### src/msps_pkg.sv
// shared constants and types for the multislope phase sequencer and its host
package msps_pkg;
  // sequence phases of one conversion
  typedef enum logic [2:0] {
    PH_ZI_HOLD,
    PH_ZI_PRE,
    PH_INTEG,
    PH_DEINT,
    PH_REST,
    PH_RESIDUE_GAIN,
    PH_ZI_END
  } msps_phase_t;

  // conversion clock timing; phase lengths in conversion clocks
  localparam int CONV_CLK_HZ = 32768;
  localparam int SYS_CLK_HZ = 250000000;
  localparam int CONV_DIV = SYS_CLK_HZ / CONV_CLK_HZ;
  localparam int CONV_COUNTS = 2048;
  localparam logic [10:0] PRE_ZI_60_CLKS = 11'h06F;
  localparam logic [10:0] PRE_ZI_50_CLKS = 11'h001;
  localparam logic [10:0] INTEG_60_CLKS = 11'h221;
  localparam logic [10:0] INTEG_50_CLKS = 11'h28F;
  localparam logic [10:0] END_ZI_CLKS = 11'h014;
  localparam logic [10:0] DEINT_MAX_CLKS = 11'h150;
  localparam logic [10:0] RESIDUE_CLKS = 11'h008;
  localparam logic [1:0] LAST_DEINT = 2'h3;
  localparam int RESIDUE_GAIN = 8;
  localparam logic [18:0] WEIGHT_FIRST = 19'h00200;

  // command byte fields
  localparam int CMD_REG1_BIT = 0;
  localparam int CMD_START_BIT = 1;
  localparam int CMD_MODE50_BIT = 2;
  localparam int CMD_SEL_LOW_BIT = 3;
  localparam int CMD_SEL_HIGH_BIT = 4;

  // output register select {output_select_high, output_select_low}
  localparam logic [1:0] SEL_LOW_BYTE = 2'h0;
  localparam logic [1:0] SEL_HIGH_BYTE = 2'h1;
  localparam logic [1:0] SEL_STATUS = 2'h2;
  localparam logic [1:0] SEL_RESET = SEL_STATUS;

  // status byte fields
  localparam int ST_COLL_BIT = 7;
  localparam int ST_EOC_BIT = 6;
  localparam int ST_INT_BIT = 5;

  // host timing
  localparam int IDLE_LIMIT_S = 2;
  localparam int IDLE_LIMIT_CLKS = IDLE_LIMIT_S * SYS_CLK_HZ;
  localparam int SCLK_HALF_CLKS = 8;
endpackage

### src/msps_if.sv
// serial link between the converter sequencer and its host
`timescale 1ns/1ps
interface msps_if;
  logic cs_n;
  logic sclk;
  logic din;
  logic dout;
  logic eoc;
  modport device (input cs_n, input sclk, input din, output dout, output eoc);
  modport host (output cs_n, output sclk, output din, input dout, input eoc);
endinterface

### src/msps_device.sv
// converter-side phase sequencer with serial command and result port
`timescale 1ns/1ps
// Summary of operation
// - deintegrate one more conversion clock after crossing
// - residue gain phase follows first deintegrate
// - second deintegrate clock weighs one eighth
// - gain then deintegrate after second, third
// - zero-integrate at start and end
// - hold in zero-integrate until start command
// - 60Hz start adds 111 zero-integrate clocks
// - 50Hz start adds one zero-integrate clock
// - twenty zero-integrate clocks end each conversion
// - 32768 Hz clock gives sixteen conversions/second
// - 50Hz integrate period longer than 60Hz
// - host flags result stale after two-second idle
// - host uses 50Hz above sixteen conversions/second
// - host keeps serial idle while converting before reads; start is sent without waiting
// - transfer shifts command in, selected register out
// - host writes before reads, three transfers
// - integrate 545 counts 60Hz, 655 50Hz
// - result steps 512, 64, 8, 1 signed
// - 2048-count cycle, done flag set/cleared
// - select bits choose low or high byte
module msps_device #(
  parameter int CONV_DIV_P = msps_pkg::CONV_DIV
) (
  input wire logic SYS_CLK_IN,
  input wire logic RST_IN,
  msps_if.device LINK,
  input wire logic COMP_ZERO_IN,
  input wire logic COMP_POS_IN,
  output msps_pkg::msps_phase_t PHASE_OUT,
  output logic [1:0] DEINT_INDEX_OUT,
  output logic DEINT_NEG_OUT,
  output logic INTEG_OUT,
  output logic [3:0] USER_BITS_OUT,
  output logic [18:0] RESULT_OUT
);
  import msps_pkg::*;

  logic [12:0] div_q;
  logic tick_q;
  msps_phase_t phase_q;
  logic [10:0] ph_cnt_q;
  logic [10:0] seq_q;
  logic [1:0] idx_q;
  logic neg_q;
  logic cross_q;
  logic [18:0] acc_q;
  logic [18:0] result_q;
  logic eoc_q;
  logic int_q;
  logic mode50_q;
  logic start_q;
  logic [1:0] sel_q;
  logic [3:0] user_q;
  logic coll_q;
  logic latch_in_frame_q;
  logic cs_d1_q;
  logic sclk_d1_q;
  logic [7:0] tx_q;
  logic [7:0] rx_q;
  logic dout_q;
  logic status_read_q;
  logic [18:0] weight;
  logic [7:0] out_byte;
  logic cs_fall;
  logic cs_rise;
  logic sclk_rise;
  logic sclk_fall;
  logic latch_now;

  // conversion clock enable; the count sets the 2048-count cycle rate
  always_ff @(posedge SYS_CLK_IN) begin
    if (RST_IN) begin
      div_q <= 13'h0000;
      tick_q <= 1'b0;
    end else if (div_q == 13'(CONV_DIV_P - 1)) begin
      div_q <= 13'h0000;
      tick_q <= 1'b1;
    end else begin
      div_q <= div_q + 13'h0001;
      tick_q <= 1'b0;
    end
  end

  // each gain stage divides the step by eight
  assign weight = WEIGHT_FIRST >> (3 * idx_q);
  assign latch_now = tick_q && phase_q == PH_ZI_END && ph_cnt_q == 11'h001;

  // crossing seen between conversion clocks; acted on at the next edge only
  always_ff @(posedge SYS_CLK_IN) begin
    if (RST_IN) begin
      cross_q <= 1'b0;
    end else if (phase_q != PH_DEINT || tick_q) begin
      cross_q <= 1'b0;
    end else if (COMP_ZERO_IN) begin
      cross_q <= 1'b1;
    end
  end

  // phase sequencer, advanced on conversion clock ticks
  always_ff @(posedge SYS_CLK_IN) begin
    if (RST_IN) begin
      phase_q <= PH_ZI_HOLD;
      ph_cnt_q <= 11'h000;
      idx_q <= 2'h0;
      neg_q <= 1'b1;
      int_q <= 1'b0;
    end else if (tick_q) begin
      case (phase_q)
        PH_ZI_HOLD: begin
          if (start_q) begin
            phase_q <= PH_ZI_PRE;
            ph_cnt_q <= mode50_q ? PRE_ZI_50_CLKS : PRE_ZI_60_CLKS;
          end
        end
        PH_ZI_PRE: begin
          ph_cnt_q <= ph_cnt_q - 11'h001;
          if (ph_cnt_q == 11'h001) begin
            phase_q <= PH_INTEG;
            int_q <= 1'b1;
            ph_cnt_q <= mode50_q ? INTEG_50_CLKS : INTEG_60_CLKS;
          end
        end
        PH_INTEG: begin
          ph_cnt_q <= ph_cnt_q - 11'h001;
          if (ph_cnt_q == 11'h001) begin
            phase_q <= PH_DEINT;
            int_q <= 1'b0;
            idx_q <= 2'h0;
            neg_q <= !COMP_POS_IN;
            ph_cnt_q <= DEINT_MAX_CLKS;
          end
        end
        PH_DEINT: begin
          ph_cnt_q <= ph_cnt_q - 11'h001;
          // stop on the tick after the crossing, or when the count reaches one
          if (cross_q || ph_cnt_q == 11'h001) begin
            phase_q <= PH_REST;
          end
        end
        PH_REST: begin
          ph_cnt_q <= ph_cnt_q - 11'h001;
          if (ph_cnt_q <= 11'h001) begin
            if (idx_q == LAST_DEINT) begin
              phase_q <= PH_ZI_END;
              ph_cnt_q <= END_ZI_CLKS;
            end else begin
              phase_q <= PH_RESIDUE_GAIN;
              ph_cnt_q <= RESIDUE_CLKS;
            end
          end
        end
        PH_RESIDUE_GAIN: begin
          ph_cnt_q <= ph_cnt_q - 11'h001;
          if (ph_cnt_q == 11'h001) begin
            phase_q <= PH_DEINT;
            idx_q <= idx_q + 2'h1;
            neg_q <= !COMP_POS_IN; // gained residue is inverted, so resample
            ph_cnt_q <= DEINT_MAX_CLKS;
          end
        end
        PH_ZI_END: begin
          ph_cnt_q <= ph_cnt_q - 11'h001;
          if (ph_cnt_q == 11'h001) begin
            phase_q <= PH_ZI_HOLD;
          end
        end
        default: begin
          phase_q <= PH_ZI_HOLD;
        end
      endcase
    end
  end

  // up/down results counter; no clamp at hard overrange
  always_ff @(posedge SYS_CLK_IN) begin
    if (RST_IN) begin
      acc_q <= 19'h00000;
    end else if (tick_q && phase_q == PH_ZI_HOLD && start_q) begin
      acc_q <= 19'h00000;
    end else if (tick_q && phase_q == PH_DEINT) begin
      acc_q <= neg_q ? acc_q - weight : acc_q + weight;
    end
  end

  // result latch and 2048-count sequence position
  always_ff @(posedge SYS_CLK_IN) begin
    if (RST_IN) begin
      result_q <= 19'h00000;
      seq_q <= 11'h000;
      eoc_q <= 1'b1;
    end else if (tick_q) begin
      if (latch_now) begin
        result_q <= acc_q;
        seq_q <= 11'h000;
        eoc_q <= 1'b1;
      end else if (phase_q != PH_ZI_HOLD || start_q) begin
        seq_q <= seq_q + 11'h001;
        if (seq_q == 11'h000) begin
          eoc_q <= 1'b0;
        end
      end
    end
  end

  // serial edge detection on the synchronous link pins
  assign cs_fall = cs_d1_q && !LINK.cs_n;
  assign cs_rise = !cs_d1_q && LINK.cs_n;
  assign sclk_rise = !LINK.cs_n && !sclk_d1_q && LINK.sclk;
  assign sclk_fall = !LINK.cs_n && sclk_d1_q && !LINK.sclk;

  // byte returned is the one chosen by the previous command
  always_comb begin
    case (sel_q)
      SEL_LOW_BYTE: out_byte = result_q[10:3];
      SEL_HIGH_BYTE: out_byte = result_q[18:11];
      default: out_byte = {coll_q, eoc_q, int_q, 2'h0, result_q[2:0]};
    endcase
  end

  // shift command in on rising sclk, result out on falling sclk
  always_ff @(posedge SYS_CLK_IN) begin
    if (RST_IN) begin
      cs_d1_q <= 1'b1;
      sclk_d1_q <= 1'b0;
      tx_q <= 8'h00;
      rx_q <= 8'h00;
      dout_q <= 1'b0;
    end else begin
      cs_d1_q <= LINK.cs_n;
      sclk_d1_q <= LINK.sclk;
      if (cs_fall) begin
        tx_q <= {out_byte[6:0], 1'b0};
        dout_q <= out_byte[7];
      end else if (sclk_fall) begin
        tx_q <= {tx_q[6:0], 1'b0};
        dout_q <= tx_q[7];
      end
      if (sclk_rise) begin
        rx_q <= {rx_q[6:0], LINK.din};
      end
    end
  end

  // command decode at frame end; start is held until the sequencer takes it
  always_ff @(posedge SYS_CLK_IN) begin
    if (RST_IN) begin
      sel_q <= SEL_RESET;
      start_q <= 1'b0;
      mode50_q <= 1'b0;
      user_q <= 4'h0;
    end else begin
      if (cs_rise) begin
        sel_q <= {rx_q[CMD_SEL_HIGH_BIT], rx_q[CMD_SEL_LOW_BIT]};
        if (rx_q[CMD_REG1_BIT]) begin
          user_q <= rx_q[7:4];
        end else begin
          mode50_q <= rx_q[CMD_MODE50_BIT];
          if (rx_q[CMD_START_BIT]) begin
            start_q <= 1'b1;
          end
        end
      end else if (tick_q && phase_q == PH_ZI_HOLD) begin
        start_q <= 1'b0;
      end
    end
  end

  // collision: result latched inside a frame; set wins over status-read clear
  always_ff @(posedge SYS_CLK_IN) begin
    if (RST_IN) begin
      latch_in_frame_q <= 1'b0;
      status_read_q <= 1'b0;
      coll_q <= 1'b0;
    end else begin
      if (cs_fall) begin
        status_read_q <= (sel_q == SEL_STATUS);
      end
      if (cs_rise) begin
        latch_in_frame_q <= 1'b0;
      end else if (latch_now && !LINK.cs_n) begin
        latch_in_frame_q <= 1'b1;
      end
      if (cs_rise && latch_in_frame_q) begin
        coll_q <= 1'b1;
      end else if (cs_rise && status_read_q) begin
        coll_q <= 1'b0;
      end
    end
  end

  assign LINK.dout = dout_q;
  assign LINK.eoc = eoc_q;
  assign PHASE_OUT = phase_q;
  assign DEINT_INDEX_OUT = idx_q;
  assign DEINT_NEG_OUT = neg_q;
  assign INTEG_OUT = int_q;
  assign USER_BITS_OUT = user_q;
  assign RESULT_OUT = result_q;
endmodule

### src/flat_wrapper.sv
// flat-port wrapper written by rule: the top's interface ports become plain ports
module msps_device_flat import msps_pkg::*;
#(
  parameter int CONV_DIV_P = msps_pkg::CONV_DIV
)
  (SYS_CLK_IN, RST_IN, COMP_ZERO_IN, COMP_POS_IN, PHASE_OUT, DEINT_INDEX_OUT, DEINT_NEG_OUT, INTEG_OUT, USER_BITS_OUT, RESULT_OUT, LINK_cs_n, LINK_sclk, LINK_din, LINK_dout, LINK_eoc);
  msps_if LINK_i ();
  input wire logic SYS_CLK_IN;
  input wire logic RST_IN;
  input wire logic COMP_ZERO_IN;
  input wire logic COMP_POS_IN;
  output msps_pkg::msps_phase_t PHASE_OUT;
  output logic [1:0] DEINT_INDEX_OUT;
  output logic DEINT_NEG_OUT;
  output logic INTEG_OUT;
  output logic [3:0] USER_BITS_OUT;
  output logic [18:0] RESULT_OUT;
  input wire logic [$bits(LINK_i.cs_n)-1:0] LINK_cs_n;
  input wire logic [$bits(LINK_i.sclk)-1:0] LINK_sclk;
  input wire logic [$bits(LINK_i.din)-1:0] LINK_din;
  output wire logic [$bits(LINK_i.dout)-1:0] LINK_dout;
  output wire logic [$bits(LINK_i.eoc)-1:0] LINK_eoc;
  assign LINK_i.cs_n = LINK_cs_n;
  assign LINK_i.sclk = LINK_sclk;
  assign LINK_i.din = LINK_din;
  assign LINK_dout = LINK_i.dout;
  assign LINK_eoc = LINK_i.eoc;
  msps_device #(.CONV_DIV_P(CONV_DIV_P)) u_core (.SYS_CLK_IN(SYS_CLK_IN), .RST_IN(RST_IN), .LINK(LINK_i), .COMP_ZERO_IN(COMP_ZERO_IN), .COMP_POS_IN(COMP_POS_IN), .PHASE_OUT(PHASE_OUT), .DEINT_INDEX_OUT(DEINT_INDEX_OUT), .DEINT_NEG_OUT(DEINT_NEG_OUT), .INTEG_OUT(INTEG_OUT), .USER_BITS_OUT(USER_BITS_OUT), .RESULT_OUT(RESULT_OUT));
endmodule
### config.mk
export PLATFORM = sky130hd
export DESIGN_NAME = msps_device_flat
export DESIGN_NICKNAME = d
export VERILOG_FILES = /design/src/msps_pkg.sv /design/src/msps_if.sv /design/src/msps_device.sv /design/src/flat_wrapper.sv
export SDC_FILE = /design/constraint.sdc
export NUM_CORES = 1
export LEC_CHECK = 0
export BUFFER_PORTS_ARGS = -buffer_cell sky130_fd_sc_hd__clkbuf_2
export CAP_MARGIN = 20
export CORE_AREA = 2 2 129 131
export DETAILED_ROUTE_END_ITERATION = 7
export DIE_AREA = 0 0 131 133
export MAX_ROUTING_LAYER = met4
export PLACE_DENSITY_LB_ADDON = 0.12
export SYNTH_ARGS = -nofsm -noshare
export SYNTH_HDL_FRONTEND = slang
export SYNTH_SLANG_ARGS = --single-unit
### constraint.sdc
create_clock -name SYS_CLK_IN -period 5.18 [get_ports SYS_CLK_IN]
set_clock_uncertainty 0.1 [all_clocks]
set_input_delay 0.518 -clock SYS_CLK_IN [delete_from_list [all_inputs] [get_ports SYS_CLK_IN]]
set_output_delay 0.518 -clock SYS_CLK_IN [all_outputs]
set_load 0.01 [all_outputs]
# Word-level counts from Yosys, hierarchy flattened
# Cells that the tools add are included.
# op_classes
order_cmp	1
n_shift	1
reduce_logical	51
mux	40
bitwise	1
eq_ne	22
mul	1
add_sub_neg	6
# ops
operator	n
$mux W11	6
$pmux W11 S5	1
$mux W8	3
$add A19 B19 Y19	1
$mux W19	1
$shr A10 B4 Y19 const A	1
$sub A19 B19 Y19	1
$mux W3	6
$pmux W3 S6	1
$ne A2 B1 Y1 const B	8
$pmux W8 S2	1
$logic_and A1 B1 Y1	14
$mux W1	14
$reduce_bool A2 Y1	7
$add A13 B1 Y13 const B	1
$eq A13 B13 Y1 const B	1
$reduce_and A3 Y1	4
$reduce_or A2 Y1	6
$add A11 B1 Y11 const B	1
$eq A11 B1 Y1 const B	1
$le A11 B1 Y1 const B	1
$logic_not A11 Y1	1
$sub A11 B1 Y11 const B	1
$eq A3 B3 Y1 const B	3
other kinds (23)	38
# word_totals
output_inout_bits	32
regBits	112
input_bits	7

# Longest topological paths before layout
# Gate-level depths: netlist (run 1).
# depth
ltp_word	5
mapped_depth	14
depth_no_buf	14

# Worst setup path after synthesis (run 1)
# OpenSTA, ideal clock, no wires.
# synth_path
kind	register to register
start	register u_core.idx_q[0], in the netlist u_core.DEINT_INDEX_OUT[0]
end	register u_core.acc_q[18]
arrival_time_ns	3.174
path_slack_ns	1.788
n_path_buf	0
setup_time_ns	0.118
path_stages_with_launch	15
cell_sequence	dfxtp_1 -> inv_1 -> ha_1 -> inv_1 -> ha_1 -> inv_1 -> o31ai_1 -> ha_1 -> and3_1 -> a221o_1 -> a21oi_1 -> o21ai_1 -> o21ai_0 -> mux2_2 -> mux2i_1
# synth_via
elab_chain_cells	4
word_cells_on_any_way	5
# synth_rtl
element	line	rtl
from (decl)	msps_device.sv:46	logic [1:0] idx_q;
from (signal assigned)	msps_device.sv:159	idx_q <= idx_q + 2'h1;
$mul A2 B2 Y4 (*)	msps_device.sv:88	assign weight = WEIGHT_FIRST >> (3 * idx_q);
$shr A10 B4 Y19 (*)	msps_device.sv:88	
$add A19 B19 Y19 / $sub A19 B19 Y19 (equally long branches)	msps_device.sv:184	acc_q <= neg_q ? acc_q - weight : acc_q + weight;
$mux W19 (*)	msps_device.sv:184	
to (signal assigned)	msps_device.sv:184	
to (decl)	msps_device.sv:49	logic [18:0] acc_q;
# Every way passes the cells marked *; elsewhere a longest branch is shown, timed or not.
# A chain may end at the register's enable or synchronous reset.

# Worst setup path after layout (run 1)
# Ends and elaborated chain as after synthesis.

==> results.txt, run 1 <==
----------------------------------------------------
[Run status]
  Outcome ... complete, no violations

[Synthesis]
  Commonest cells post-synth ... sky130_fd_sc_hd__dfxtp_1 (112), sky130_fd_sc_hd__nand2_1 (106), sky130_fd_sc_hd__nor2_1 (105)
  Compound-gate portion of the synthesized area ... 0.192
  Share of the synthesized area in the top cell type ... 0.353
  Post-synthesis cell type with the largest combined area ... sky130_fd_sc_hd__dfxtp_1
  Number of standard cells after synthesis ... 808
  Nets in the synthesized netlist ... 849
  Number of distinct library cells after synthesis ... 68
  Synth warnings ... 0
  Synth Cell Area ... 6350 µm²
  Main combinational cell family by area after synthesis ... simple AND/OR/NAND/NOR gates
  Area contributors post-synth ... sky130_fd_sc_hd__dfxtp_1 (35%), sky130_fd_sc_hd__ha_1 (6.5%), sky130_fd_sc_hd__a21oi_1 (6.3%)
  Ys async rst share ... 0
  Sequential-to-total area share from yosys stat ... 0.353
  Most used standard cell by instance count after synthesis ... sky130_fd_sc_hd__dfxtp_1
  Seq cells post-synth ... 112
  Simple-Gate Fraction of Synth Area ... 0.258
  Fraction of synthesized area in multiplexers ... 0.0380
  Predominant post-synthesis flop cell ... sky130_fd_sc_hd__dfxtp_1
  Number of enable flip-flop cells after synthesis ... 0
  Average cell area after synthesis ... 7.86 µm²
  Post-synthesis share of cell area spent on xor and xnor gates ... 0.0441
  Share of synthesized cell area in full adder, half adder and majority cells ... 0.0682

[Die]
  I/O Pins ... 39
  Floorplan die height ... 133 µm
  Die Footprint ... 17,400 µm²
  Die X-Extent ... 131 µm
  Core outline area ... 16,200 µm²
  Effective utilization at floorplan ... 0.393
  FP Rows ... 47

[Routing]
  Routed Wire Length ... 15.8 mm
  First-pass detailed-route iteration total ... 5
  Post-detailed-route DRC marker count ... 0
  Via Count ... 5,599
  Vias per inst ... 5.38
  WL per Instance ... 15.2 µm
  Residual antenna-violating net count after detailed routing ... 0
  Drt first-iter violations ... 443

[Global routing]
  Pin count of the biggest net entering global routing ... 58
  Total GRT Usage ... 0.190
  Global-route wire length before repair ... 25.9 mm
  Antenna violations before repair ... 0
  Via count of the first global-routing pass ... 5,134
  Total global routing overflow ... 0

[STA]
  Headroom to the max-slew limit ... 0.447
  Worst Hold Slack ... 0.315 ns
  Tightest Pin Transition ... 0.827 ns
  Finish-stage setup viols ... 0
  Tcrit/Tclk final ... 0.734
  Highest clock frequency the design can meet ... 263 MHz
  Final max-slew violation count ... 0
  Final total negative setup slack ... 0 ns
  Setup repair after global routing missed its margin ... false
  Final hold viol count ... 0
  Period minus WS final ... 3.80 ns

[Placement]
  RePlAce Congestion ... 0.924
  Total of buffers placed on input and output ports ... 38
  Hpwl dp ... 11.4 mm

[Setup path]
  Max FO, Critical Path ... 9
  Arrival time worst endpoint ... 3.95 ns
  Crit-path slowest cell ... sky130_fd_sc_hd__dfxtp_1
  Biggest cell delay along the critical path ... 0.51 ns
  Setup slack, reg-to-reg ... 1.38 ns
  Category of the worst setup path launch point ... flip-flop
  Endpoint kind of the worst setup timing path ... flip-flop
  Kind of critical path ... flip-flop to flip-flop
  Required time reported for the critical path endpoint ... 5.33 ns
  Critical path cell sequence ... inv_1 -> ha_1 -> inv_1 -> ha_1 -> inv_1 -> o31ai_1 -> ha_1 -> and3_1 -> a221o_1 -> a21oi_1 -> o21ai_1 -> o21ai_0 -> mux2_2 -> mux2i_1

[Clock tree]
  TritonCTS clock tree ... yes
  Post-CTS setup buffers ... 0
  Number of clock buffers inserted by TritonCTS ... 9
  CTS Root Buffer Type ... sky130_fd_sc_hd__clkbuf_16
  Total clock sinks ... 112
  Clock Pin Slew Worst Setup and Hold Paths ... 0.08 ns
  Clock insertion delay at the later pin of the skew report ... 0.35 ns
  Number of resized instances in the post-cts repair step ... 0
  Number of buffers inserted for hold repair after clock tree synthesis ... 0
  H-tree depth ... 3
  Maximum clock path buffer count ... 2

[Run]
  Count of maximum capacitance violations ... 0

[Power]
  Worst IR Drop VDD ... 0.000188 V
  Total power consumption of the routed design ... 0.00172 W
  PwrDens ... 246 nW/µm²
  Lkg Pwr ... 2.62 nW

[Cells and area]
  Fraction of final layout cells sized beyond drive strength 1 ... 0.0974
  Multi-input gate area in the final layout ... 3810 µm²
  Number of diodes added for antenna fixing ... 0
  Sequential cell area in the final layout ... 2240 µm²
  Growth of design area from synthesis to finish ... 10.2%
  Post-layout net count ... 857
  Number of fillers in the final layout ... 1,652

[Hold path]
  Type of the worst min-delay path ... primary input to flip-flop

----------------------------------------------------
[flip-flops by register name, summed over array words and instances, names as in the netlist, 2 cells and up]
| name | cells |
|---|---|
| u_core.rx_q | 8 |
| u_core.sel_q | 2 |
| u_core.ph_cnt_q | 11 |
| u_core.acc_q | 19 |
| u_core.tx_q | 7 |
| u_core.USER_BITS_OUT | 4 |
| u_core.PHASE_OUT | 3 |
| u_core.div_q | 13 |
| u_core.seq_q | 11 |
| u_core.RESULT_OUT | 19 |
| u_core.DEINT_INDEX_OUT | 2 |
[critical path: cells and delay by family (launching register included)]
kind / cells / cell delay, ns
AO/OA/AOI/OAI: 5 / 1.27
adder cells (fa/ha/maj): 3 / 0.81
flip-flops: 1 / 0.51
multiplexers: 2 / 0.47
buffers and inverters: 3 / 0.28
AND/OR/NAND/NOR: 1 / 0.23
[placed cells by master (no fill, tap or decap), types with 8 or more instances in the layout]
| cell | count |
|---|---|
| sky130_fd_sc_hd__or3_1 | 9 |
| sky130_fd_sc_hd__a31oi_1 | 11 |
| sky130_fd_sc_hd__nand4_1 | 9 |
| sky130_fd_sc_hd__nand2_1 | 106 |
| sky130_fd_sc_hd__o31ai_1 | 8 |
| sky130_fd_sc_hd__a21o_1 | 10 |
| sky130_fd_sc_hd__nand3_1 | 27 |
| sky130_fd_sc_hd__nand2b_1 | 9 |
| sky130_fd_sc_hd__nor2_1 | 105 |
| sky130_fd_sc_hd__o211ai_1 | 8 |
| sky130_fd_sc_hd__o21ai_0 | 29 |
| sky130_fd_sc_hd__clkbuf_2 | 38 |
| sky130_fd_sc_hd__clkbuf_16 | 9 |
| sky130_fd_sc_hd__a21oi_1 | 80 |
| sky130_fd_sc_hd__inv_1 | 26 |
| sky130_fd_sc_hd__xor2_1 | 22 |
| sky130_fd_sc_hd__mux2i_1 | 23 |
| sky130_fd_sc_hd__dfxtp_1 | 112 |
| sky130_fd_sc_hd__a211oi_1 | 9 |
| sky130_fd_sc_hd__ha_1 | 33 |
| sky130_fd_sc_hd__nor3_1 | 20 |
| sky130_fd_sc_hd__xnor2_1 | 10 |
[stage by stage]
stage	area [µm²]	cells	setup slack [ns]	utilization
2_1_floorplan	6350	808	1.79	-
3_3_place_gp	6650	1025	1.57	0.411
3_5_place_dp	6650	1025	1.39	0.411
4_1_cts	7000	1041	1.38	0.433
5_1_grt	7000	1041	1.12	0.433
6_report	7000	1041	1.38	0.433
[path summary, 6_finish.rpt]
| kind | from | cells past startpoint | end |
|---|---|---|---|
| hold reg to reg | u_core.USER_BITS_OUT[3] | 2 | u_core.USER_BITS_OUT[3] |
| setup / recovery | u_core.DEINT_INDEX_OUT[0] | 14 | u_core.acc_q[18] |
| setup reg to reg | u_core.DEINT_INDEX_OUT[0] | 14 | u_core.acc_q[18] |
| hold / removal | LINK_din | 3 | u_core.rx_q[0] |
[report_power, final]
part / internal, W / total, W / leakage (nW) / switching (W)
logic: 0.0000149 / 0.0000473 / 1.55 / 0.0000324
clock network: 0.000450 / 0.000797 / 0.169 / 0.000348
registers: 0.000868 / 0.000876 / 0.905 / 0.00000759
total: 0.00133 / 0.00172 / 2.62 / 0.000388
[per-layer routing]
layer | wire length, µm | track usage | part of all wire | vias to the layer above
met5 | 0 | - | 0 | -
met3 | 664 | 0.0360 | 0.042 | 12
met1 | 7780 | 0.265 | 0.49 | 2615
met4 | 194 | 0.0491 | 0.012 | 0
li1 | - | - | - | 2868
met2 | 7170 | 0.283 | 0.45 | 104
[area by class of cell]
| type | count | share of cell area |
|---|---|---|
| Clock inverter | 6 | 0.0157 |
| Clock buffer | 10 | 0.0341 |
| Multi-Input combinational cell | 624 | 0.545 |
| Sequential cell | 112 | 0.320 |
| Timing Repair Buffer | 42 | 0.0315 |
| Inverter | 27 | 0.0145 |
| Tap cell | 220 | 0.0393 |
[logic make-up after synthesis]
kind of cell	after synthesis
AOI/OAI and AO/OA	193
xor gates and xnor gates	32
adders and majority gates	34
buffers and inverters	72
DFF	112
muxes	24
and+or+nand+nor	341
(Power assumes the default switching activity.)
==> run 2: changes to the inputs <==
==> constraint.sdc (replaced) <==
create_clock -name SYS_CLK_IN -period 3.45 [get_ports SYS_CLK_IN]
set_clock_uncertainty 0.1 [all_clocks]
set_input_delay 0.345 -clock SYS_CLK_IN [delete_from_list [all_inputs] [get_ports SYS_CLK_IN]]
set_output_delay 0.345 -clock SYS_CLK_IN [all_outputs]
set_load 0.01 [all_outputs]
==> results.txt, run 2 (synthesis results as in run 1) <==
----------------------------------------------------
[Run status]
  Outcome ... complete, no violations (unchanged)

[Global routing]
  Antenna violations before repair ... 0 (unchanged)
  Via count of the first global-routing pass ... 5,201 (was 5,134)
  Pin count of the biggest net entering global routing ... 30 (was 58)
  Global-route wire length before repair ... 26.4 mm (was 25.9 mm)
  Total global routing overflow ... 0 (unchanged)
  Total GRT Usage ... 0.194 (was 0.190)

[Hold path]
  Type of the worst min-delay path ... primary input to flip-flop (unchanged)
  End point of the worst hold path ... u_core.rx_q[0] (unchanged)
  Startpoint of the tightest hold check path ... LINK_din (unchanged)
  Count of cells along the worst hold path ... 3 (unchanged)

[Clock tree]
  Clock insertion delay at the later pin of the skew report ... 0.36 ns (was 0.35 ns)
  Number of clock buffers inserted by TritonCTS ... 9 (unchanged)
  Total clock sinks ... 112 (unchanged)
  Clock Pin Slew Worst Setup and Hold Paths ... 0.08 ns (about the same)
  H-tree depth ... 3 (unchanged)
  Post-CTS setup buffers ... 0 (unchanged)
  TritonCTS clock tree ... yes (unchanged)
  Maximum clock path buffer count ... 2 (unchanged)
  CTS Root Buffer Type ... sky130_fd_sc_hd__clkbuf_16 (unchanged)

[STA]
  Worst Hold Slack ... 0.137 ns (was 0.315 ns)
  Tightest Pin Transition ... 0.817 ns (was 0.827 ns)
  Headroom to the max-slew limit ... 0.453 (was 0.447)
  Final max-slew violation count ... 0 (unchanged)
  Finish-stage setup viols ... 0 (unchanged)
  Tcrit/Tclk final ... 0.934 (was 0.734)
  Final WS setup ... 0.228 ns (was 1.38 ns)
  Final hold viol count ... 0 (unchanged)
  Period minus WS final ... 3.22 ns (was 3.80 ns)
  Final total negative setup slack ... 0 ns (unchanged)
  Setup repair after global routing missed its margin ... false (unchanged)
  Highest clock frequency the design can meet ... 310 MHz (was 263 MHz)

[Setup path]
  Buffering stage count on the worst path with inverters included ... 3 (unchanged)
  Max FO, Critical Path ... 6 (was 9)
  Category of the worst setup path launch point ... flip-flop (unchanged)
  RR Endpoint ... u_core.acc_q[18] (unchanged)
  Depth of the worst register-to-register path ... 14 (unchanged)
  Crit-path slowest cell ... sky130_fd_sc_hd__dfxtp_2 (was sky130_fd_sc_hd__dfxtp_1)
  Kind of cell adding the most delay to the critical path ... compound AO/OA/AOI/OAI gates (unchanged)
  Setup slack, reg-to-reg ... 0.23 ns (was 1.38 ns)
  Biggest cell delay along the critical path ... 0.38 ns (was 0.51 ns)
  Endpoint kind of the worst setup timing path ... flip-flop (unchanged)
  Kind of critical path ... flip-flop to flip-flop (unchanged)
  Startpoint of the worst-slack reg-to-reg timing path ... u_core.DEINT_INDEX_OUT[0] (unchanged)
  Arrival time worst endpoint ... 3.38 ns (was 3.95 ns)
  Required time reported for the critical path endpoint ... 3.60 ns (was 5.33 ns)
  Critical path cell sequence ... inv_1 -> ha_1 -> inv_1 -> ha_1 -> inv_1 -> o31ai_2 -> ha_1 -> and3_1 -> a221o_1 -> a21oi_1 -> o21ai_1 -> o21ai_0 -> mux2_2 -> mux2i_1 (was inv_1 -> ha_1 -> inv_1 -> ha_1 -> inv_1 -> o31ai_1 -> ha_1 -> and3_1 -> a221o_1 -> a21oi_1 -> o21ai_1 -> o21ai_0 -> mux2_2 -> mux2i_1)

[Routing]
  Post-detailed-route DRC marker count ... 0 (unchanged)
  Via Count ... 5,676 (was 5,599)
  WL per Instance ... 15.4 µm (was 15.2 µm)
  First-pass detailed-route iteration total ... 6 (was 5)
  Vias per inst ... 5.39 (was 5.38)
  Drt first-iter violations ... 418 (was 443)
  Residual antenna-violating net count after detailed routing ... 0 (unchanged)
  Routed Wire Length ... 16.2 mm (was 15.8 mm)

[Die]
  I/O Pins ... 39 (unchanged)
  Floorplan die height ... 133 µm (unchanged)
  Core outline area ... 16,200 µm² (unchanged)
  FP Rows ... 47 (unchanged)
  Effective utilization at floorplan ... 0.393 (unchanged)
  Die Footprint ... 17,400 µm² (unchanged)
  Die X-Extent ... 131 µm (unchanged)

[Cells and area]
  Post-route cell area ... 7070 µm² (was 7000 µm²)
  Number of fillers in the final layout ... 1,638 (was 1,652)
  Fraction of final layout cells sized beyond drive strength 1 ... 0.114 (was 0.0974)
  Number of diodes added for antenna fixing ... 0 (unchanged)
  Post-layout net count ... 869 (was 857)
  Growth of design area from synthesis to finish ... 11.3% (was 10.2%)
  Final non-filler cell total ... 1,053 (was 1,041)
  Commonest non-fill, non-tap cells in the layout ... sky130_fd_sc_hd__dfxtp_1 (110), sky130_fd_sc_hd__nand2_1 (106), sky130_fd_sc_hd__nor2_1 (105), sky130_fd_sc_hd__a21oi_1 (80), sky130_fd_sc_hd__clkbuf_2 (38) (was sky130_fd_sc_hd__dfxtp_1 (112), sky130_fd_sc_hd__nand2_1 (106), sky130_fd_sc_hd__nor2_1 (105), sky130_fd_sc_hd__a21oi_1 (80), sky130_fd_sc_hd__clkbuf_2 (38))
  Leading cell type in the layout, fill and taps excluded ... sky130_fd_sc_hd__dfxtp_1 (unchanged)

[Power]
  Worst IR Drop VDD ... 0.000263 V (was 0.000188 V)
  PwrDens ... 352 nW/µm² (was 246 nW/µm²)
  Lkg Pwr ... 2.66 nW (was 2.62 nW)

[Placement]
  Hpwl dp ... 11.8 mm (was 11.4 mm)
  Standard cell area after detailed placement ... 6740 µm² (was 6650 µm²)
  RePlAce Congestion ... 0.957 (was 0.924)
  Total instance count after detailed placement ... 1,037 (was 1,025)
  Total of buffers placed on input and output ports ... 38 (unchanged)
  Worst setup slack before clock tree synthesis ... 0.00628 ns (was 1.39 ns)

[Run]
  Count of maximum capacitance violations ... 0 (unchanged)

----------------------------------------------------
## run 2: changes by cell type in the layout (fill, tap and decap cells not counted), moves of 2 or more
cell / before / now
sky130_fd_sc_hd__dfxtp_1: 112 / 110
sky130_fd_sc_hd__buf_4: 4 / 16
sky130_fd_sc_hd__clkbuf_1: 0 / 2
sky130_fd_sc_hd__dfxtp_2: 0 / 2
## run 2: through the flow
step	power, W	util
final	0.00248	0.437
after global placement	0.00142	0.417
after floorplan	0.00140	-
after CTS	0.00253	0.436
after detailed placement	0.00142	0.417
after global routing	0.00258	0.437
## run 2: worst max-delay path by stage
stage                                   start  cells after the start  slack (ns)                to
floorplan           u_core.DEINT_INDEX_OUT[0]                     14        0.06  u_core.acc_q[18]
CTS                 u_core.DEINT_INDEX_OUT[1]                     12       0.003  u_core.acc_q[18]
finish              u_core.DEINT_INDEX_OUT[0]                     14        0.23  u_core.acc_q[18]
global route        u_core.DEINT_INDEX_OUT[0]                     14        0.02  u_core.acc_q[18]
detailed placement  u_core.DEINT_INDEX_OUT[1]                     12       0.006  u_core.acc_q[18]
global placement    u_core.DEINT_INDEX_OUT[0]                     14        0.14  u_core.acc_q[18]
## run 2: area by class of cell
| class | instances | area (µm²) | share of cell area |
|---|---|---|---|
| clock buffer | 11 | 233 | 0.0329 |
| clock inverter | 5 | 75.1 | 0.0106 |
| inverter | 27 | 101 | 0.0143 |
| multi-input combinational | 624 | 3830 | 0.542 |
| sequential | 112 | 2240 | 0.318 |
| tap | 220 | 275 | 0.0390 |
| timing repair buffer | 54 | 310 | 0.0439 |
## run 2: worst register-to-register path: stages, from the launching register on
cell                      delay (ns)
sky130_fd_sc_hd__dfxtp_2        0.38
sky130_fd_sc_hd__inv_1          0.07
sky130_fd_sc_hd__ha_1           0.23
sky130_fd_sc_hd__inv_1          0.06
sky130_fd_sc_hd__ha_1           0.17
sky130_fd_sc_hd__inv_1          0.06
sky130_fd_sc_hd__o31ai_2        0.27
sky130_fd_sc_hd__ha_1           0.29
sky130_fd_sc_hd__and3_1         0.21
sky130_fd_sc_hd__a221o_1        0.31
sky130_fd_sc_hd__a21oi_1        0.13
sky130_fd_sc_hd__o21ai_1        0.11
sky130_fd_sc_hd__o21ai_0        0.23
sky130_fd_sc_hd__mux2_2         0.37
sky130_fd_sc_hd__mux2i_1        0.11
## run 2: routing by layer
metal  wire (µm)  track usage
met3         716       0.0226
met1        8050        0.275
met4         246       0.0638
met2        7160        0.288
met5           0            -
## run 2: where the power goes
part           switching, W  internal, W
Clock              0.000515     0.000582
Combinational     0.0000489    0.0000238
Sequential        0.0000112      0.00130
## run 2: timing repair
item                       CTS  global route
resized for setup            0             6
hold buffers                 0             0
setup endpoints to repair    0             6
hold endpoints to repair     0             0
==> run 3: changes to the inputs <==
--- a/config.mk
+++ b/config.mk
@@ -6,10 +6,11 @@
 export NUM_CORES = 1
 export LEC_CHECK = 0
 export BUFFER_PORTS_ARGS = -buffer_cell sky130_fd_sc_hd__clkbuf_2
-export CAP_MARGIN = 20
-export CORE_AREA = 2 2 129 131
+export CAP_MARGIN = 25
+export CORE_AREA = 2 2 122 124
+export CTS_CLUSTER_SIZE = 20
 export DETAILED_ROUTE_END_ITERATION = 7
-export DIE_AREA = 0 0 131 133
+export DIE_AREA = 0 0 124 126
 export MAX_ROUTING_LAYER = met4
 export PLACE_DENSITY_LB_ADDON = 0.12
 export SYNTH_ARGS = -nofsm -noshare
==> results.txt, run 3 (synthesis results as in run 1) <==
----------------------------------------------------
[Global routing]
  Pin count of the biggest net entering global routing ... 49 (was 30)
  Via count of the first global-routing pass ... 5,319 (was 5,201)
  Total global routing overflow ... 0 (unchanged)
  Global-route wire length before repair ... 26.1 mm (was 26.4 mm)
  Antenna violations before repair ... 0 (unchanged)
  Total GRT Usage ... 0.214 (was 0.194)

[Cells and area]
  Final non-filler cell total ... 1,019 (was 1,053)
  Utilization after layout ... 0.494 (was 0.437)
  Fraction of final layout cells sized beyond drive strength 1 ... 0.116 (was 0.114)
  Sequential cell area in the final layout ... 2240 µm² (about the same)
  Growth of design area from synthesis to finish ... 11.3% (about the same)
  Leading cell type in the layout, fill and taps excluded ... sky130_fd_sc_hd__dfxtp_1 (unchanged)
  Multi-input gate area in the final layout ... 3830 µm² (about the same)
  Commonest non-fill, non-tap cells in the layout ... sky130_fd_sc_hd__dfxtp_1 (111), sky130_fd_sc_hd__nand2_1 (106), sky130_fd_sc_hd__nor2_1 (105), sky130_fd_sc_hd__a21oi_1 (80), sky130_fd_sc_hd__clkbuf_2 (38) (was sky130_fd_sc_hd__dfxtp_1 (110), sky130_fd_sc_hd__nand2_1 (106), sky130_fd_sc_hd__nor2_1 (105), sky130_fd_sc_hd__a21oi_1 (80), sky130_fd_sc_hd__clkbuf_2 (38))
  Number of diodes added for antenna fixing ... 0 (unchanged)
  Post-layout net count ... 871 (was 869)
  Number of fillers in the final layout ... 1,399 (was 1,638)

[Routing]
  Residual antenna-violating net count after detailed routing ... 0 (unchanged)
  WL per Instance ... 15.5 µm (was 15.4 µm)
  Routed Wire Length ... 15.8 mm (was 16.2 mm)
  Via Count ... 5,718 (was 5,676)
  Vias per inst ... 5.61 (was 5.39)
  Post-detailed-route DRC marker count ... 0 (unchanged)
  First-pass detailed-route iteration total ... 5 (was 6)
  Drt first-iter violations ... 378 (was 418)

[Clock tree]
  Maximum clock path buffer count ... 2 (unchanged)
  TritonCTS clock tree ... yes (unchanged)
  Post-CTS setup buffers ... 0 (unchanged)
  Total clock sinks ... 112 (unchanged)
  H-tree depth ... 3 (unchanged)
  CTS Root Buffer Type ... sky130_fd_sc_hd__clkbuf_16 (unchanged)
  Clock Pin Slew Worst Setup and Hold Paths ... 0.08 ns (about the same)
  Clock insertion delay at the later pin of the skew report ... 0.36 ns (about the same)
  Number of buffers inserted for hold repair after clock tree synthesis ... 0 (unchanged)
  Number of clock buffers inserted by TritonCTS ... 9 (unchanged)

[Power]
  Worst IR Drop VDD ... 0.000289 V (was 0.000263 V)
  PwrDens ... 364 nW/µm² (was 352 nW/µm²)
  Net switching share of the total power ... 0.230 (was 0.232)
  Internal power of the cells ... 0.00198 W (was 0.00191 W)
  Proportion of power drawn by the clock network ... 0.462 (was 0.442)
  Relative contribution of combinational cells to total power ... 0.028 (was 0.029)
  Switching Power ... 0.000592 W (was 0.000575 W)
  Register share of total power ... 0.511 (was 0.529)
  Lkg Pwr ... 2.69 nW (was 2.66 nW)

[STA]
  Tightest Pin Transition ... 0.831 ns (was 0.817 ns)
  Highest clock frequency the design can meet ... 309 MHz (was 310 MHz)
  Final hold viol count ... 0 (unchanged)
  Tcrit/Tclk final ... 0.937 (was 0.934)
  Final total negative setup slack ... 0 ns (unchanged)
  Finish-stage setup viols ... 0 (unchanged)
  Final max-slew violation count ... 0 (unchanged)
  Period minus WS final ... 3.23 ns (was 3.22 ns)
  Headroom to the max-slew limit ... 0.444 (was 0.453)
  Setup repair after global routing missed its margin ... false (unchanged)

[Hold path]
  Count of cells along the worst hold path ... 3 (unchanged)
  Type of the worst min-delay path ... primary input to flip-flop (unchanged)
  Startpoint of the tightest hold check path ... LINK_din (unchanged)

[Setup path]
  Category of the worst setup path launch point ... flip-flop (unchanged)
  Startpoint of the worst-slack reg-to-reg timing path ... u_core.DEINT_INDEX_OUT[0] (unchanged)
  Endpoint kind of the worst setup timing path ... flip-flop (unchanged)
  Depth of the worst register-to-register path ... 14 (unchanged)
  Kind of critical path ... flip-flop to flip-flop (unchanged)
  Start point of the critical path ... u_core.DEINT_INDEX_OUT[0] (unchanged)
  Max FO, Critical Path ... 4 (was 6)
  Arrival time worst endpoint ... 3.38 ns (about the same)
  Required time reported for the critical path endpoint ... 3.60 ns (about the same)

[Die]
  FP Rows ... 44 (was 47)
  Floorplan die height ... 126 µm (was 133 µm)
  Core outline area ... 14,300 µm² (was 16,200 µm²)
  Die Footprint ... 15,600 µm² (was 17,400 µm²)
  Effective utilization at floorplan ... 0.444 (was 0.393)
  Die X-Extent ... 124 µm (was 131 µm)
  I/O Pins ... 39 (unchanged)

[Run status]
  Outcome ... complete, no violations (unchanged)

[Placement]
  RePlAce Congestion ... 0.925 (was 0.957)
  Total of buffers placed on input and output ports ... 38 (unchanged)
  Total instance count after detailed placement ... 1,003 (was 1,037)
  Hpwl dp ... 11.6 mm (was 11.8 mm)

[Run]
  Count of maximum capacitance violations ... 0 (unchanged)

----------------------------------------------------
==> run 3: cell types whose count changed in the layout (fill, tap and decap cells not counted), sizes merged <==
cell	previous run	this run
clkinv	2	3
bufinv	1	2
clkbuf	49	47
buf	16	18
==> run 3: worst paths after layout <==
| path | end | slack [ns] |
|---|---|---|
| max reg2reg | u_core.acc_q[18] | 0.22 |
| min reg2reg | u_core.USER_BITS_OUT[3] | 0.36 |
| min | u_core.rx_q[0] | 0.12 |
| max | u_core.acc_q[18] | 0.22 |
==> run 3: through the flow <==
step	instance area (µm²)	hold WS (ns)	setup slack (ns)	total power, W
finish	7070	0.123	0.217	0.00257
global route	7070	0.144	0.00429	0.00267
CTS	7050	0.116	0.0544	0.00261
detailed placement	6710	0.354	0.0760	0.00142
global placement	6710	0.344	0.188	0.00141
floorplan	6350	0.338	0.0577	0.00140
==> run 3: worst max-delay path, stage by stage, from the launching register on <==
cell and delay, ns:
sky130_fd_sc_hd__dfxtp_1 0.39, sky130_fd_sc_hd__inv_1 0.08, sky130_fd_sc_hd__ha_1 0.22, sky130_fd_sc_hd__inv_1 0.06, sky130_fd_sc_hd__ha_1 0.17, sky130_fd_sc_hd__inv_1 0.06, sky130_fd_sc_hd__o31ai_2 0.28, sky130_fd_sc_hd__ha_1 0.30
sky130_fd_sc_hd__and3_1 0.21, sky130_fd_sc_hd__a221o_1 0.33, sky130_fd_sc_hd__a21oi_1 0.14, sky130_fd_sc_hd__o21ai_1 0.10, sky130_fd_sc_hd__o21ai_0 0.20, sky130_fd_sc_hd__mux2_2 0.37, sky130_fd_sc_hd__mux2i_1 0.12
==> run 3: cell type report <==
type / instances / area share
inverters: 27 / 0.0143
flip-flops and latches: 112 / 0.317
clock inverters: 7 / 0.0159
clock buffers: 9 / 0.0319
repair buffers: 56 / 0.0460
well taps: 184 / 0.0326
multi-input cells: 624 / 0.542
==> run 3: repair_timing <==
action | 4_1_cts | 5_1_grt
endpoints found under the setup margin | 0 | 5
hold endpoints to repair | 0 | 0
resized for setup | 0 | 4
==> run 3: power groups by stage <==
| stage | clock [W] | combinational [W] | sequential [W] |
|---|---|---|---|
| 6_report | 0.00119 | 0.0000712 | 0.00131 |
| 5_1_grt | 0.00127 | 0.0000805 | 0.00132 |
| 4_1_cts | 0.00122 | 0.0000718 | 0.00131 |
| 3_5_place_dp | 0 | 0.0000715 | 0.00135 |
| 3_3_place_gp | 0 | 0.0000696 | 0.00134 |
| 2_1_floorplan | 0 | 0.0000582 | 0.00134 |
==> run 3: routing by layer <==
metal,global-route usage,wire length (µm),up-vias
met5,-,0,-
met4,0.0687,210,0
met3,0.0389,850,22
met2,0.311,7120,151
met1,0.300,7620,2665
li1,-,-,2880
